File: src/inc/cfg_pkg.sv
package cfg_pkg;
   // Register byte addresses on the internal command bus
   localparam logic [7:0] CH0_FILTER_RATE_SHIFT_ADDR = 8'h40;
   localparam logic [7:0] CH0_GAIN_MULTIPLIER_ADDR = 8'h41;
   localparam logic [7:0] CH1_FILTER_RATE_SHIFT_ADDR = 8'h48;
   localparam logic [7:0] CH1_GAIN_MULTIPLIER_ADDR = 8'h49;
   localparam logic [7:0] FILTER_RATE_SHIFT_RESET = 8'h00;
   localparam logic [7:0] GAIN_MULTIPLIER_RESET = 8'h00;

   // Field positions in the filter/rate/shift register
   localparam int FILTER_SEL_LSB = 4;
   localparam int PERIOD_SEL_LSB = 2;
   localparam int SHIFT_SEL_LSB = 0;

   localparam int NUM_CHAN = 2;
   localparam int CHAN_STRIDE = 8;

   // Gain arithmetic: sens * shift * (256 + mult) / 256
   localparam logic [9:0] MULT_BASE = 10'h100;
   localparam int MULT_FRAC_BITS = 8;
   localparam int SHIFT_FRAC_BITS = 2;

   // Sample period in us per period code
   localparam int PERIOD_US_SHORT = 16;
   localparam int PERIOD_US_MID = 32;
   localparam int PERIOD_US_LONG = 64;
   localparam int CLK_MHZ = 25;
   localparam int PERIOD_CYC_SHORT = PERIOD_US_SHORT * CLK_MHZ;
   localparam int PERIOD_CYC_MID = PERIOD_US_MID * CLK_MHZ;
   localparam int PERIOD_CYC_LONG = PERIOD_US_LONG * CLK_MHZ;

   // Samples the data path needs to settle after a restart
   localparam logic [7:0] INIT_SAMPLES = 8'h10;

   // Filter type code: pole count and corner at the 16 us period, in 0.25 Hz units
   typedef struct packed {
      logic [1:0] poles_m2;
      logic [16:0] corner_q;
   } cfg_filter_t;

   typedef enum logic [1:0] {
      CFG_PER_16,
      CFG_PER_32,
      CFG_PER_64
   } cfg_period_t;
endpackage

File: src/design/cfg_filter_map.sv
module cfg_filter_map
   import cfg_pkg::*;
(
   // Selection
   input wire logic [3:0] filter_select,
   input wire logic [1:0] sample_period_select,
   // Decoded result
   output logic [2:0] filter_poles,
   output logic [16:0] corner_quarter_hz,
   output cfg_period_t period
);
   logic [16:0] base_q;
   always_comb begin
      unique case (filter_select)
         4'h0, 4'h2: begin filter_poles = 3'h4; base_q = 17'd1600; end
         4'h1, 4'h3: begin filter_poles = 3'h3; base_q = 17'd1600; end
         4'h4: begin filter_poles = 3'h3; base_q = 17'd1300; end
         4'h5: begin filter_poles = 3'h2; base_q = 17'd1480; end
         4'h6: begin filter_poles = 3'h2; base_q = 17'd720; end
         4'h7: begin filter_poles = 3'h2; base_q = 17'd400; end
         4'h8: begin filter_poles = 3'h4; base_q = 17'd6000; end
         4'h9: begin filter_poles = 3'h3; base_q = 17'd2000; end
         4'ha: begin filter_poles = 3'h4; base_q = 17'd3200; end
         4'hb: begin filter_poles = 3'h4; base_q = 17'd4800; end
         4'hc: begin filter_poles = 3'h3; base_q = 17'd480; end
         4'hd: begin filter_poles = 3'h2; base_q = 17'd80000; end
         4'he: begin filter_poles = 3'h2; base_q = 17'd480; end
         4'hf: begin filter_poles = 3'h4; base_q = 17'd200; end
      endcase
      // Halving by shift is exact: every corner is a multiple of 1 Hz
      unique case (sample_period_select)
         2'b00, 2'b01: begin period = CFG_PER_16; corner_quarter_hz = base_q; end
         2'b10: begin period = CFG_PER_32; corner_quarter_hz = base_q >> 1; end
         2'b11: begin period = CFG_PER_64; corner_quarter_hz = base_q >> 2; end
      endcase
   end
endmodule

File: src/design/cfg_gain_scale.sv
module cfg_gain_scale
   import cfg_pkg::*;
(
   // Gain settings
   input wire logic [1:0] gain_shift_select,
   input wire logic [7:0] gain_multiplier,
   // Sensitivity factor, unsigned, 10 fraction bits
   output logic [12:0] gain_factor
);
   logic [9:0] mult_term;
   logic [12:0] shifted;
   always_comb begin
      mult_term = MULT_BASE + {2'b00, gain_multiplier};
      // Shift factor 0.25, 0.5, 1, 2 is 1 << code in quarter units
      shifted = {3'b000, mult_term} << gain_shift_select;
      gain_factor = shifted;
   end
endmodule

File: src/design/cfg_chan_regs.sv
// Functional notes
// First register per channel: filter, period, shift
// Second register per channel: unsigned gain multiplier
// All four registers readable and writable all modes
// Registers covered by register array error check
// Filter codes 0-7 map to listed corners
// Filter codes 8-15 map to listed corners
// Period codes: 16, 16, 32, 64 us
// Filter or period change restarts channel DSP
// Results not valid until initialization completes
// Host avoids result reads during initialization
// Sensitivity scaled by shift and multiplier
// Factor is shift times (256+mult)/256
// Shift codes give 0.25, 0.5, 1, 2
// Channels configured fully independently
module cfg_chan_regs
   import cfg_pkg::*;
(
   // Clock and reset
   input wire logic mclk,
   input wire logic resetn,
   // Register access from the command interfaces
   input wire logic reg_wr,
   input wire logic reg_rd,
   input wire logic [7:0] reg_addr,
   input wire logic [7:0] reg_wdata,
   output logic [7:0] reg_rdata,
   output logic reg_hit,
   // Array check: parity over all four registers
   output logic cfg_parity,
   // Channel 0 signal chain
   output logic [2:0] ch0_filter_poles,
   output logic [16:0] ch0_corner_quarter_hz,
   output logic [1:0] ch0_period,
   output logic [12:0] ch0_gain_factor,
   output logic ch0_dsp_restart,
   output logic ch0_dsp_ready,
   output logic ch0_sample_tick,
   // Channel 1 signal chain
   output logic [2:0] ch1_filter_poles,
   output logic [16:0] ch1_corner_quarter_hz,
   output logic [1:0] ch1_period,
   output logic [12:0] ch1_gain_factor,
   output logic ch1_dsp_restart,
   output logic ch1_dsp_ready,
   output logic ch1_sample_tick
);
   logic [7:0] chan_filter_rate_shift [NUM_CHAN];
   logic [7:0] chan_gain_multiplier [NUM_CHAN];
   logic [2:0] poles [NUM_CHAN];
   logic [16:0] corner [NUM_CHAN];
   logic [1:0] period_q [NUM_CHAN];
   logic [12:0] gain [NUM_CHAN];
   logic restart [NUM_CHAN];
   logic ready [NUM_CHAN];
   logic tick [NUM_CHAN];
   logic [7:0] reg_rdata_q;
   logic reg_hit_q;
   logic cfg_parity_q;
   logic [7:0] next_reg_rdata;
   logic next_reg_hit;
   logic next_cfg_parity;

   genvar c;
   generate
      for (c = 0; c < NUM_CHAN; c++) begin : g_chan
         localparam logic [7:0] FRS_ADDR = CH0_FILTER_RATE_SHIFT_ADDR + 8'(c * CHAN_STRIDE);
         localparam logic [7:0] GM_ADDR = CH0_GAIN_MULTIPLIER_ADDR + 8'(c * CHAN_STRIDE);
         logic [7:0] next_frs;
         logic [7:0] next_gm;
         logic next_restart;
         logic [7:0] init_left;
         logic [7:0] next_init_left;
         logic [10:0] period_cnt;
         logic [10:0] next_period_cnt;
         logic [10:0] period_len;
         logic next_tick;
         logic [2:0] f_poles;
         logic [16:0] f_corner;
         cfg_period_t f_period;
         logic [12:0] f_gain;

         cfg_filter_map u_map (
            .filter_select(chan_filter_rate_shift[c][FILTER_SEL_LSB +: 4]),
            .sample_period_select(chan_filter_rate_shift[c][PERIOD_SEL_LSB +: 2]),
            .filter_poles(f_poles),
            .corner_quarter_hz(f_corner),
            .period(f_period)
         );

         cfg_gain_scale u_gain (
            .gain_shift_select(chan_filter_rate_shift[c][SHIFT_SEL_LSB +: 2]),
            .gain_multiplier(chan_gain_multiplier[c]),
            .gain_factor(f_gain)
         );

         always_comb begin
            next_frs = chan_filter_rate_shift[c];
            next_gm = chan_gain_multiplier[c];
            // Each channel decodes only its own addresses
            if (reg_wr && reg_addr == FRS_ADDR) begin
               next_frs = reg_wdata;
            end
            if (reg_wr && reg_addr == GM_ADDR) begin
               next_gm = reg_wdata;
            end
            // Shift-only writes leave the data path running
            next_restart = (next_frs[7:2] != chan_filter_rate_shift[c][7:2]);
            unique case (f_period)
               CFG_PER_16: period_len = 11'(PERIOD_CYC_SHORT);
               CFG_PER_32: period_len = 11'(PERIOD_CYC_MID);
               CFG_PER_64: period_len = 11'(PERIOD_CYC_LONG);
               default: period_len = 11'(PERIOD_CYC_SHORT);
            endcase
            next_tick = 1'b0;
            next_period_cnt = period_cnt + 11'h001;
            next_init_left = init_left;
            if (next_restart) begin
               next_period_cnt = 11'h000;
               next_init_left = INIT_SAMPLES;
            end else if (period_cnt >= period_len - 11'h001) begin
               next_period_cnt = 11'h000;
               next_tick = 1'b1;
               if (init_left != 8'h00) begin
                  next_init_left = init_left - 8'h01;
               end
            end
         end

         always_ff @(posedge mclk or negedge resetn) begin
            if (!resetn) begin
               chan_filter_rate_shift[c] <= FILTER_RATE_SHIFT_RESET;
               chan_gain_multiplier[c] <= GAIN_MULTIPLIER_RESET;
               restart[c] <= 1'b1;
               init_left <= INIT_SAMPLES;
               period_cnt <= 11'h000;
               tick[c] <= 1'b0;
               ready[c] <= 1'b0;
               poles[c] <= 3'h0;
               corner[c] <= 17'h00000;
               period_q[c] <= 2'h0;
               gain[c] <= 13'h0000;
            end else begin
               chan_filter_rate_shift[c] <= next_frs;
               chan_gain_multiplier[c] <= next_gm;
               restart[c] <= next_restart;
               init_left <= next_init_left;
               period_cnt <= next_period_cnt;
               tick[c] <= next_tick;
               ready[c] <= (next_init_left == 8'h00);
               poles[c] <= f_poles;
               corner[c] <= f_corner;
               period_q[c] <= f_period;
               gain[c] <= f_gain;
            end
         end
      end
   endgenerate

   always_comb begin
      next_reg_rdata = 8'h00;
      next_reg_hit = 1'b0;
      if (reg_rd) begin
         unique case (reg_addr)
            CH0_FILTER_RATE_SHIFT_ADDR: begin
               next_reg_rdata = chan_filter_rate_shift[0];
               next_reg_hit = 1'b1;
            end
            CH0_GAIN_MULTIPLIER_ADDR: begin
               next_reg_rdata = chan_gain_multiplier[0];
               next_reg_hit = 1'b1;
            end
            CH1_FILTER_RATE_SHIFT_ADDR: begin
               next_reg_rdata = chan_filter_rate_shift[1];
               next_reg_hit = 1'b1;
            end
            CH1_GAIN_MULTIPLIER_ADDR: begin
               next_reg_rdata = chan_gain_multiplier[1];
               next_reg_hit = 1'b1;
            end
            default: begin
               next_reg_rdata = 8'h00;
               next_reg_hit = 1'b0;
            end
         endcase
      end else if (reg_wr) begin
         next_reg_hit = (reg_addr == CH0_FILTER_RATE_SHIFT_ADDR)
            || (reg_addr == CH0_GAIN_MULTIPLIER_ADDR)
            || (reg_addr == CH1_FILTER_RATE_SHIFT_ADDR)
            || (reg_addr == CH1_GAIN_MULTIPLIER_ADDR);
      end
      // Registered parity lets the array checker compare against its stored copy
      next_cfg_parity = ^{chan_filter_rate_shift[0], chan_gain_multiplier[0],
         chan_filter_rate_shift[1], chan_gain_multiplier[1]};
   end

   always_ff @(posedge mclk or negedge resetn) begin
      if (!resetn) begin
         reg_rdata_q <= 8'h00;
         reg_hit_q <= 1'b0;
         cfg_parity_q <= 1'b0;
      end else begin
         reg_rdata_q <= next_reg_rdata;
         reg_hit_q <= next_reg_hit;
         cfg_parity_q <= next_cfg_parity;
      end
   end

   // Results are flagged invalid while ready is low; the host must hold off // R10
   assign reg_rdata = reg_rdata_q;
   assign reg_hit = reg_hit_q;
   assign cfg_parity = cfg_parity_q;
   assign ch0_filter_poles = poles[0];
   assign ch0_corner_quarter_hz = corner[0];
   assign ch0_period = period_q[0];
   assign ch0_gain_factor = gain[0];
   assign ch0_dsp_restart = restart[0];
   assign ch0_dsp_ready = ready[0];
   assign ch0_sample_tick = tick[0];
   assign ch1_filter_poles = poles[1];
   assign ch1_corner_quarter_hz = corner[1];
   assign ch1_period = period_q[1];
   assign ch1_gain_factor = gain[1];
   assign ch1_dsp_restart = restart[1];
   assign ch1_dsp_ready = ready[1];
   assign ch1_sample_tick = tick[1];
endmodule

File: config.mk
export PLATFORM = sky130hd
export DESIGN_NAME = cfg_chan_regs
export DESIGN_NICKNAME = d
export VERILOG_FILES = /design/src/inc/cfg_pkg.sv /design/src/design/cfg_filter_map.sv /design/src/design/cfg_gain_scale.sv /design/src/design/cfg_chan_regs.sv
export SDC_FILE = /design/constraint.sdc
export NUM_CORES = 1
export LEC_CHECK = 0
export BUFFER_PORTS_ARGS = -buffer_cell sky130_fd_sc_hd__buf_2
export CORE_ASPECT_RATIO = 1.75
export CORE_UTILIZATION = 30
export DETAILED_ROUTE_END_ITERATION = 6
export SLEW_MARGIN = 20
export SYNTH_ARGS = -nofsm -noshare
export SYNTH_HDL_FRONTEND = slang
export SYNTH_SLANG_ARGS = --single-unit
export TNS_END_PERCENT = 20
File: constraint.sdc
create_clock -name mclk -period 6.9 [get_ports mclk]
set_input_delay 1.38 -clock mclk [delete_from_list [all_inputs] [get_ports mclk]]
set_output_delay 1.38 -clock mclk [all_outputs]
set_load 0.01 [all_outputs]
Word-level counts from Yosys, hierarchy flattened

Memories as Yosys holds them, arrays and structs flattened.
Cells that the tools add are included.
W data, S select, Z words.

Add/sub/neg operators: 8
Magnitude comparators: 2
Equal/unequal tests: 16
Shift-type cells: 2
Mux-type cells: 27
Reduce and logical (&&, ||, !) cells: 17

Operator list:

| kind                    | number |
|---|---|
| $pmux W17 S3            | 2 |
| $mux W8                 | 9 |
| $mux W11                | 4 |
| $pmux W11 S2            | 2 |
| $eq A8 B7 Y1 const B    | 4 |
| $pmux W8 S4             | 1 |
| $reduce_xor A32 Y1      | 1 |
| $shl A10 B2 Y13         | 2 |
| $add A11 B1 Y11 const B | 2 |
| $ge A11 B11 Y1          | 2 |
| $sub A11 B1 Y11 const B | 2 |
| $add A9 B8 Y10 const A  | 2 |
| $logic_not A8 Y1        | 2 |
| $reduce_bool A8 Y1      | 2 |
| $sub A8 B1 Y8 const B   | 2 |
| $eq A2 B2 Y1 const B    | 6 |
| $ne A6 B6 Y1            | 2 |
| $pmux W2 S3             | 2 |
| $eq A2 B1 Y1 const B    | 4 |
| $mux W1                 | 7 |
| $logic_and A1 B1 Y1     | 4 |
| $logic_not A2 Y1        | 2 |
| $reduce_or A2 Y1        | 2 |
| $reduce_or A4 Y1        | 1 |
| $logic_or A1 B1 Y1      | 3 |

Bits in registers: 156
Bits in read-only memories: 512
Input port bits: 20
Output and inout bits: 86
Word-level logic and storage cells: 101
Memories kept: 2

Memory list:

| memory          | words | width | rd ports | clocked after memory_dff | write ports | RTL line             | RTL |
|---|---|---|---|---|---|---|---|
| (no name shown) | 16    | 16    | 1        | 0                        | 0           | cfg_filter_map.sv:14 | `unique case (filter_select)` |
| (no name shown) | 16    | 16    | 1        | 0                        | 0           | cfg_filter_map.sv:14 |  |

Depth between registers and ports, before layout

Word-level depth: 10
Gate-level depth with buffers: 13
Depth with buffers taken out: 12

Hierarchy

A second synthesis with hierarchy kept.

Cell total of the unflattened synthesis: 755
Area total of the unflattened synthesis: 8,219.1 um^2

Modules (own cells, without submodules):

| module                            | times used | cells an instance | area each (um^2) | sequential area each (um^2) |
|---|---|---|---|---|
| cfg_chan_regs                     | 1          | 528               | 6,577.6          | 3,908.7 |
| cfg_filter_map at g_chan[0].u_map | 1          | 85                | 608.1            | 0.0 |
| cfg_filter_map at g_chan[1].u_map | 1          | 86                | 600.6            | 0.0 |
| cfg_gain_scale                    | 2          | 28                | 216.5            | 0.0 |

Least setup slack after synthesis

Ideal clock, no wire load.

Path kind: register -> register
From: reg chan_filter_rate_shift[11] (netlist bit)
To: reg ready (netlist bit ch0_dsp_ready)
Setup time: 0.095 ns
Arrival: 3.121 ns
Data required time: 6.805 ns
Setup slack: 3.684 ns
Cell stages (with the launch flop): 13
Path buffers: 2
Period minus slack after synthesis: 3.216 ns
Path through: dfrtp_1 -> ha_1 -> clkbuf_1 -> inv_1 -> ha_1 -> ha_1 -> nand4_1 -> nor4b_1 -> or3_1 -> clkbuf_1 -> nand2_1 -> a222oi_1 -> nor4b_2

Longest elaborated chain between the ends: 10
Elaborated cells between the ends (all ways): 16
Classes of those cells: add/sub (1); order compare (1); eq/ne (6); mux (5); reduce/logical (3)

Ends and longest elaborated chain:

| what                                             | RTL line             | RTL |
|---|---|---|
| start: declaration                               | cfg_chan_regs.sv:48  | `logic [7:0] chan_filter_rate_shift [NUM_CHAN];` |
| start signal: indexed assignment                 | cfg_chan_regs.sv:144 | `chan_filter_rate_shift[c] <= next_frs;` |
| $eq A2 B1 Y1 or $logic_not A2 Y1 (tied branches) | cfg_filter_map.sv:31 | `unique case (sample_period_select)` |
| $reduce_or A2 Y1                                 | cfg_filter_map.sv:31 |  |
| $pmux W2 S3 *                                    | cfg_filter_map.sv:31 |  |
| named net g_chan[0].f_period[1]                  | cfg_chan_regs.sv:80  | `cfg_period_t f_period;` |
| $eq A2 B2 Y1 or $eq A2 B1 Y1 (tied branches)     | cfg_chan_regs.sv:109 | `unique case (f_period)` |
| $pmux W11 S2 *                                   | cfg_chan_regs.sv:109 |  |
| $sub A11 B1 Y11 *                                | cfg_chan_regs.sv:121 | `end else if (period_cnt >= period_len - 11'h001) begin` |
| $ge A11 B11 Y1 *                                 | cfg_chan_regs.sv:121 |  |
| $mux W8 *                                        | cfg_chan_regs.sv:121 |  |
| $mux W8 *                                        | cfg_chan_regs.sv:118 | `if (next_restart) begin` |
| $logic_not A8 Y1 *                               | cfg_chan_regs.sv:150 | `ready[c] <= (next_init_left == 8'h00);` |
| end signal: indexed assignment                   | cfg_chan_regs.sv:150 |  |
| end: declaration                                 | cfg_chan_regs.sv:55  | `logic ready [NUM_CHAN];` |

Mark *: on every way through the listed nets, which the timed path passes. The rest lies on a longest branch.
A chain may end at the register's enable or synchronous reset.

Final worst setup path

From: in reg_addr[1]
To: reg g_chan[1].period_cnt[9]

Longest elaborated chain between the ends: 5

Ends and longest elaborated chain:

| what                                   | RTL line             | RTL |
|---|---|---|
| start: declaration                     | cfg_chan_regs.sv:25  | `input wire logic [7:0] reg_addr,` |
| $eq A8 B7 Y1                           | cfg_chan_regs.sv:101 | `if (reg_wr && reg_addr == FRS_ADDR) begin` |
| $logic_and A1 B1 Y1                    | cfg_chan_regs.sv:101 |  |
| $mux W8                                | cfg_chan_regs.sv:101 |  |
| $ne A6 B6 Y1                           | cfg_chan_regs.sv:108 | `next_restart = (next_frs[7:2] != chan_filter_rate_shift[c][7:2]);` |
| $mux W11                               | cfg_chan_regs.sv:118 |  |
| named net g_chan[1].next_period_cnt[9] | cfg_chan_regs.sv:75  | `logic [10:0] next_period_cnt;` |
| end signal: assignment                 | cfg_chan_regs.sv:148 | `period_cnt <= next_period_cnt;` |
| end: declaration                       | cfg_chan_regs.sv:74  | `logic [10:0] period_cnt;` |

The timed path passes the listed nets, and every way through them passes these cells.

==> flow_summary_export.csv <==
group,metric,value,unit
timing,setup_viol,0,
timing,fmax,270,MHz
synth,synth_most_common_cell,"dfrtp_1",
synth,synth_area_leaders,"dfrtp_1 47%, ha_1 6.6%, mux2_2 4.6%, xnor2_1 4.4%, nor2_1 3.5%",
pwr,ir_drop,0.199,mV
synth,postSynthAreaPerCell,10.6,µm²
drt,ant_nets,0,
grt,grt_pass1_vias,5717,
synth,yosysSeqAreaShare,0.488,
clocking,insertion_delay,0.43,ns
grt,grt_overflow,0,
critical_path,path_max_fanout,11,
clocking,clock_path_buffers,2,
run,cap_violations,0,
clocking,cts_buffers,17,
pwr,swShare,0.279,
grt,grt_usage,0.147,
critical_path,r2r-start,"chan_filter_rate_shift[3]$_DFF_PN0_",
synth,ys.flop_type,"dfrtp_1",
finish,drive_above_1_share,0.220,
timing,post-route-min-period,3.71,ns
synth,synth_cell_types,64,
timing,fin_skew,0.00782,ns
grt,grt_pass1_wl,30000,µm
clocking,cts_resized,0,
clocking,root_buffer,"clkbuf_16",
place,hpwl,13300,µm
pwr,combPwrFrac,0.151,
worst_hold_path,min_path_type,"reg -> reg",
critical_path,cpPeakStageDelay,0.93,ns
synth,synth_common_cells,"148 x dfrtp_1, 72 x nor2_1, 57 x nand2_1",
synth,synth_top_area_frac,0.475,
place,gp_congestion,0.796,
timing,maxSlewViolCount,0,
worst_hold_path,holdCritStartpoint,"g_chan[1].period_cnt[0]$_DFF_PN0_",
drt,drtIter0Drc,287,
pwr,pwr-share-seq,0.463,
timing,report.final.hold_viol_count,0,
synth,synth_area,7800,µm²
timing,period_share,0.537,
drt,num_vias,5652,
floorplanning,start_util,0.307,
clocking,cts_hold_buffers,0,
timing,tightest_slew,1.03,ns
critical_path,path_cells,"buf_2 > or4_4 > nor4_4 > nand2_1 > o21ai_0 > nor2_1",
pwr,p_switching,0.635,mW
critical_path,cp_top_family,"simple AND/OR/NAND/NOR gates",
clocking,cts_max_level,4,
clocking,clk_pin_slew,0.06,ns
critical_path,timing.critical_path.from,"reg_addr[1]",
timing,hold-worst-slack,0.511,ns
timing,tns,0,ns
synth,synth_seq_cells,152,
outcome,status,"finished, final reports clean",
critical_path,worstPathRequired,7.17,ns
grt,grt_max_degree,98,
drt,first_pass_iters,4,
drt,drc_errors,0,
floorplanning,io_pins,106,
synth,synth_warnings,0,
floorplanning,die_h,215,µm
drt,via_per_inst,4.92,
synth,async_flop_share,1.00,
timing,slew_headroom,0.305,
critical_path,cp_slowest_cell,"o21ai_0",
pwr,pwr-share-clk,0.386,
floorplanning,rows,77,
floorplanning,die-area,26700,µm²
pwr,p_leak,4.29,nW
clocking,cts_tree,"yes",
synth,synth_edf_count,0,
finish,fin_nets,880,
critical_path,cp-start-kind,"input port",
critical_path,crit_type,"in -> reg",
synth,synth_largest_area_cell,"dfrtp_1",
finish,syn2layout_area_growth,16.9,%
critical_path,cp-end-kind,"flop",
pwr,p_per_area,250,nW/µm²
critical_path,path_buf_inv,1,
drt,wl_per_cell,15.9,µm
clocking,cts_sinks,152,
pwr,p_int,1.64,mW
finish,fillers,2583,
timing,rsz0062_at_grt,"false",
drt,routed_wl,18300,µm
floorplanning,core_area,25400,µm²
synth,synthCells,735,
critical_path,critPathArrivalTime,3.98,ns
clocking,post_cts.repair.setup_buffers,0,
place,portBuffers,103,
grt,antenna_found_initial,1,
floorplanning,die_x,124,µm
[cell families after synthesis]
kind of cell,count (synthesis),share of synthesized area
AND/OR/NAND/NOR,217,0.139
buffers and inverters,71,0.0374
adder cells (fa/ha/maj),42,0.0670
flip-flops,152,0.488
XOR/XNOR,62,0.0696
multiplexers,57,0.0846
other,1,0.000480
AO/OA/AOI/OAI,133,0.113
[worst reg2reg max path: stages (launching register included)]
cell	delay [ns]
dfrtp_1	0.55
ha_1	0.56
inv_1	0.18
ha_1	0.33
a211oi_1	0.24
o21ai_0	0.15
a21oi_1	0.71
o21ai_0	0.63
nor2_1	0.25
[sequential cells by signal (all words and copies together), names as in the netlist]
| signal | cells |
|---|---|
| reg_rdata | 8 |
| ch1_dsp_restart | 1 |
| reg_hit | 1 |
| ch0_gain_factor | 12 |
| ch0_filter_poles | 3 |
| ch0_dsp_restart | 1 |
| chan_filter_rate_shift | 16 |
| g_chan.init_left | 16 |
| ch1_filter_poles | 3 |
| ch0_dsp_ready | 1 |
| ch1_sample_tick | 1 |
| ch0_period | 2 |
| ch1_gain_factor | 12 |
| ch1_dsp_ready | 1 |
| g_chan.period_cnt | 22 |
| ch1_corner_quarter_hz | 16 |
| ch0_sample_tick | 1 |
| chan_gain_multiplier | 16 |
| ch0_corner_quarter_hz | 16 |
| ch1_period | 2 |
| cfg_parity | 1 |
[power groups by stage]
stage / Combinational [mW] / Clock (mW) / Sequential (mW)
final: 0.343 / 0.880 / 1.05
after global routing: 0.394 / 0.944 / 1.07
after detailed placement: 0.346 / 0 / 1.07
after global placement: 0.342 / 0 / 1.07
after floorplan: 0.248 / 0 / 1.05
after CTS: 0.352 / 0.905 / 1.05
[path summary, 6_finish.rpt]
path	to	slack, ns	cells after the start
worst min-delay path	g_chan[1].period_cnt[0]$_DFF_PN0_	0.51	1
worst max register to register	g_chan[1].period_cnt[9]$_DFF_PN0_	3.22	8
max in group asynchronous	ch1_corner_quarter_hz[15]$_DFF_PN0_	4.62	2
worst min register to register	g_chan[1].period_cnt[0]$_DFF_PN0_	0.51	1
worst max-delay path	g_chan[1].period_cnt[9]$_DFF_PN0_	3.19	6
min in group asynchronous	g_chan[0].period_cnt[3]$_DFF_PN0_	1.03	1
[per-stage QoR]
| stage | total power [mW] | instance area [µm²] | worst slack [ns] | utilization | std cells |
|---|---|---|---|---|---|
| 2_1_floorplan | 1.30 | 7810 | 3.68 | - | 736 |
| 3_3_place_gp | 1.41 | 8560 | 2.77 | 0.336 | 1116 |
| 3_5_place_dp | 1.41 | 8560 | 2.71 | 0.336 | 1116 |
| 4_1_cts | 2.31 | 9120 | 3.16 | 0.359 | 1148 |
| 5_1_grt | 2.40 | 9120 | 2.81 | 0.359 | 1148 |
| 6_report | 2.28 | 9120 | 3.19 | 0.359 | 1149 |
[layout by cell type, fill, tap and decap left out, drive strengths merged, types with 5 or more instances in the layout]
| cell | instances |
|---|---|
| and3 | 7 |
| clkbuf | 22 |
| a22oi | 30 |
| nor2 | 73 |
| mux2 | 32 |
| nor4 | 5 |
| and2 | 6 |
| ha | 41 |
| buf | 104 |
| inv | 32 |
| dfrtp | 148 |
| a211oi | 6 |
| nand3 | 16 |
| xnor2 | 39 |
| a21oi | 35 |
| xor2 | 23 |
| or3 | 5 |
| nor2b | 7 |
| mux2i | 21 |
| o21ai | 24 |
| nand2 | 57 |
| nand4 | 10 |
| nor3 | 10 |
[cell type report]
class | count | area (µm²) | share of cell area
well taps | 316 | 395 | 0.0433
clock inverters | 10 | 96.3 | 0.0106
repair buffers | 104 | 529 | 0.0580
multi-input cells | 513 | 3710 | 0.407
clock buffers | 22 | 464 | 0.0509
flip-flops and latches | 152 | 3810 | 0.418
inverters | 31 | 116 | 0.0128
diodes | 1 | 2.50 | 0.000274
[layer usage]
metal	global-route usage	vias up	wire, µm
met2	0.239	110	9220
met3	0.0386	36	822
li1	-	2743	-
met5	0	-	11
met4	0.0683	2	546
met1	0.179	2761	7680
Power figures use the tool's default switching activity.
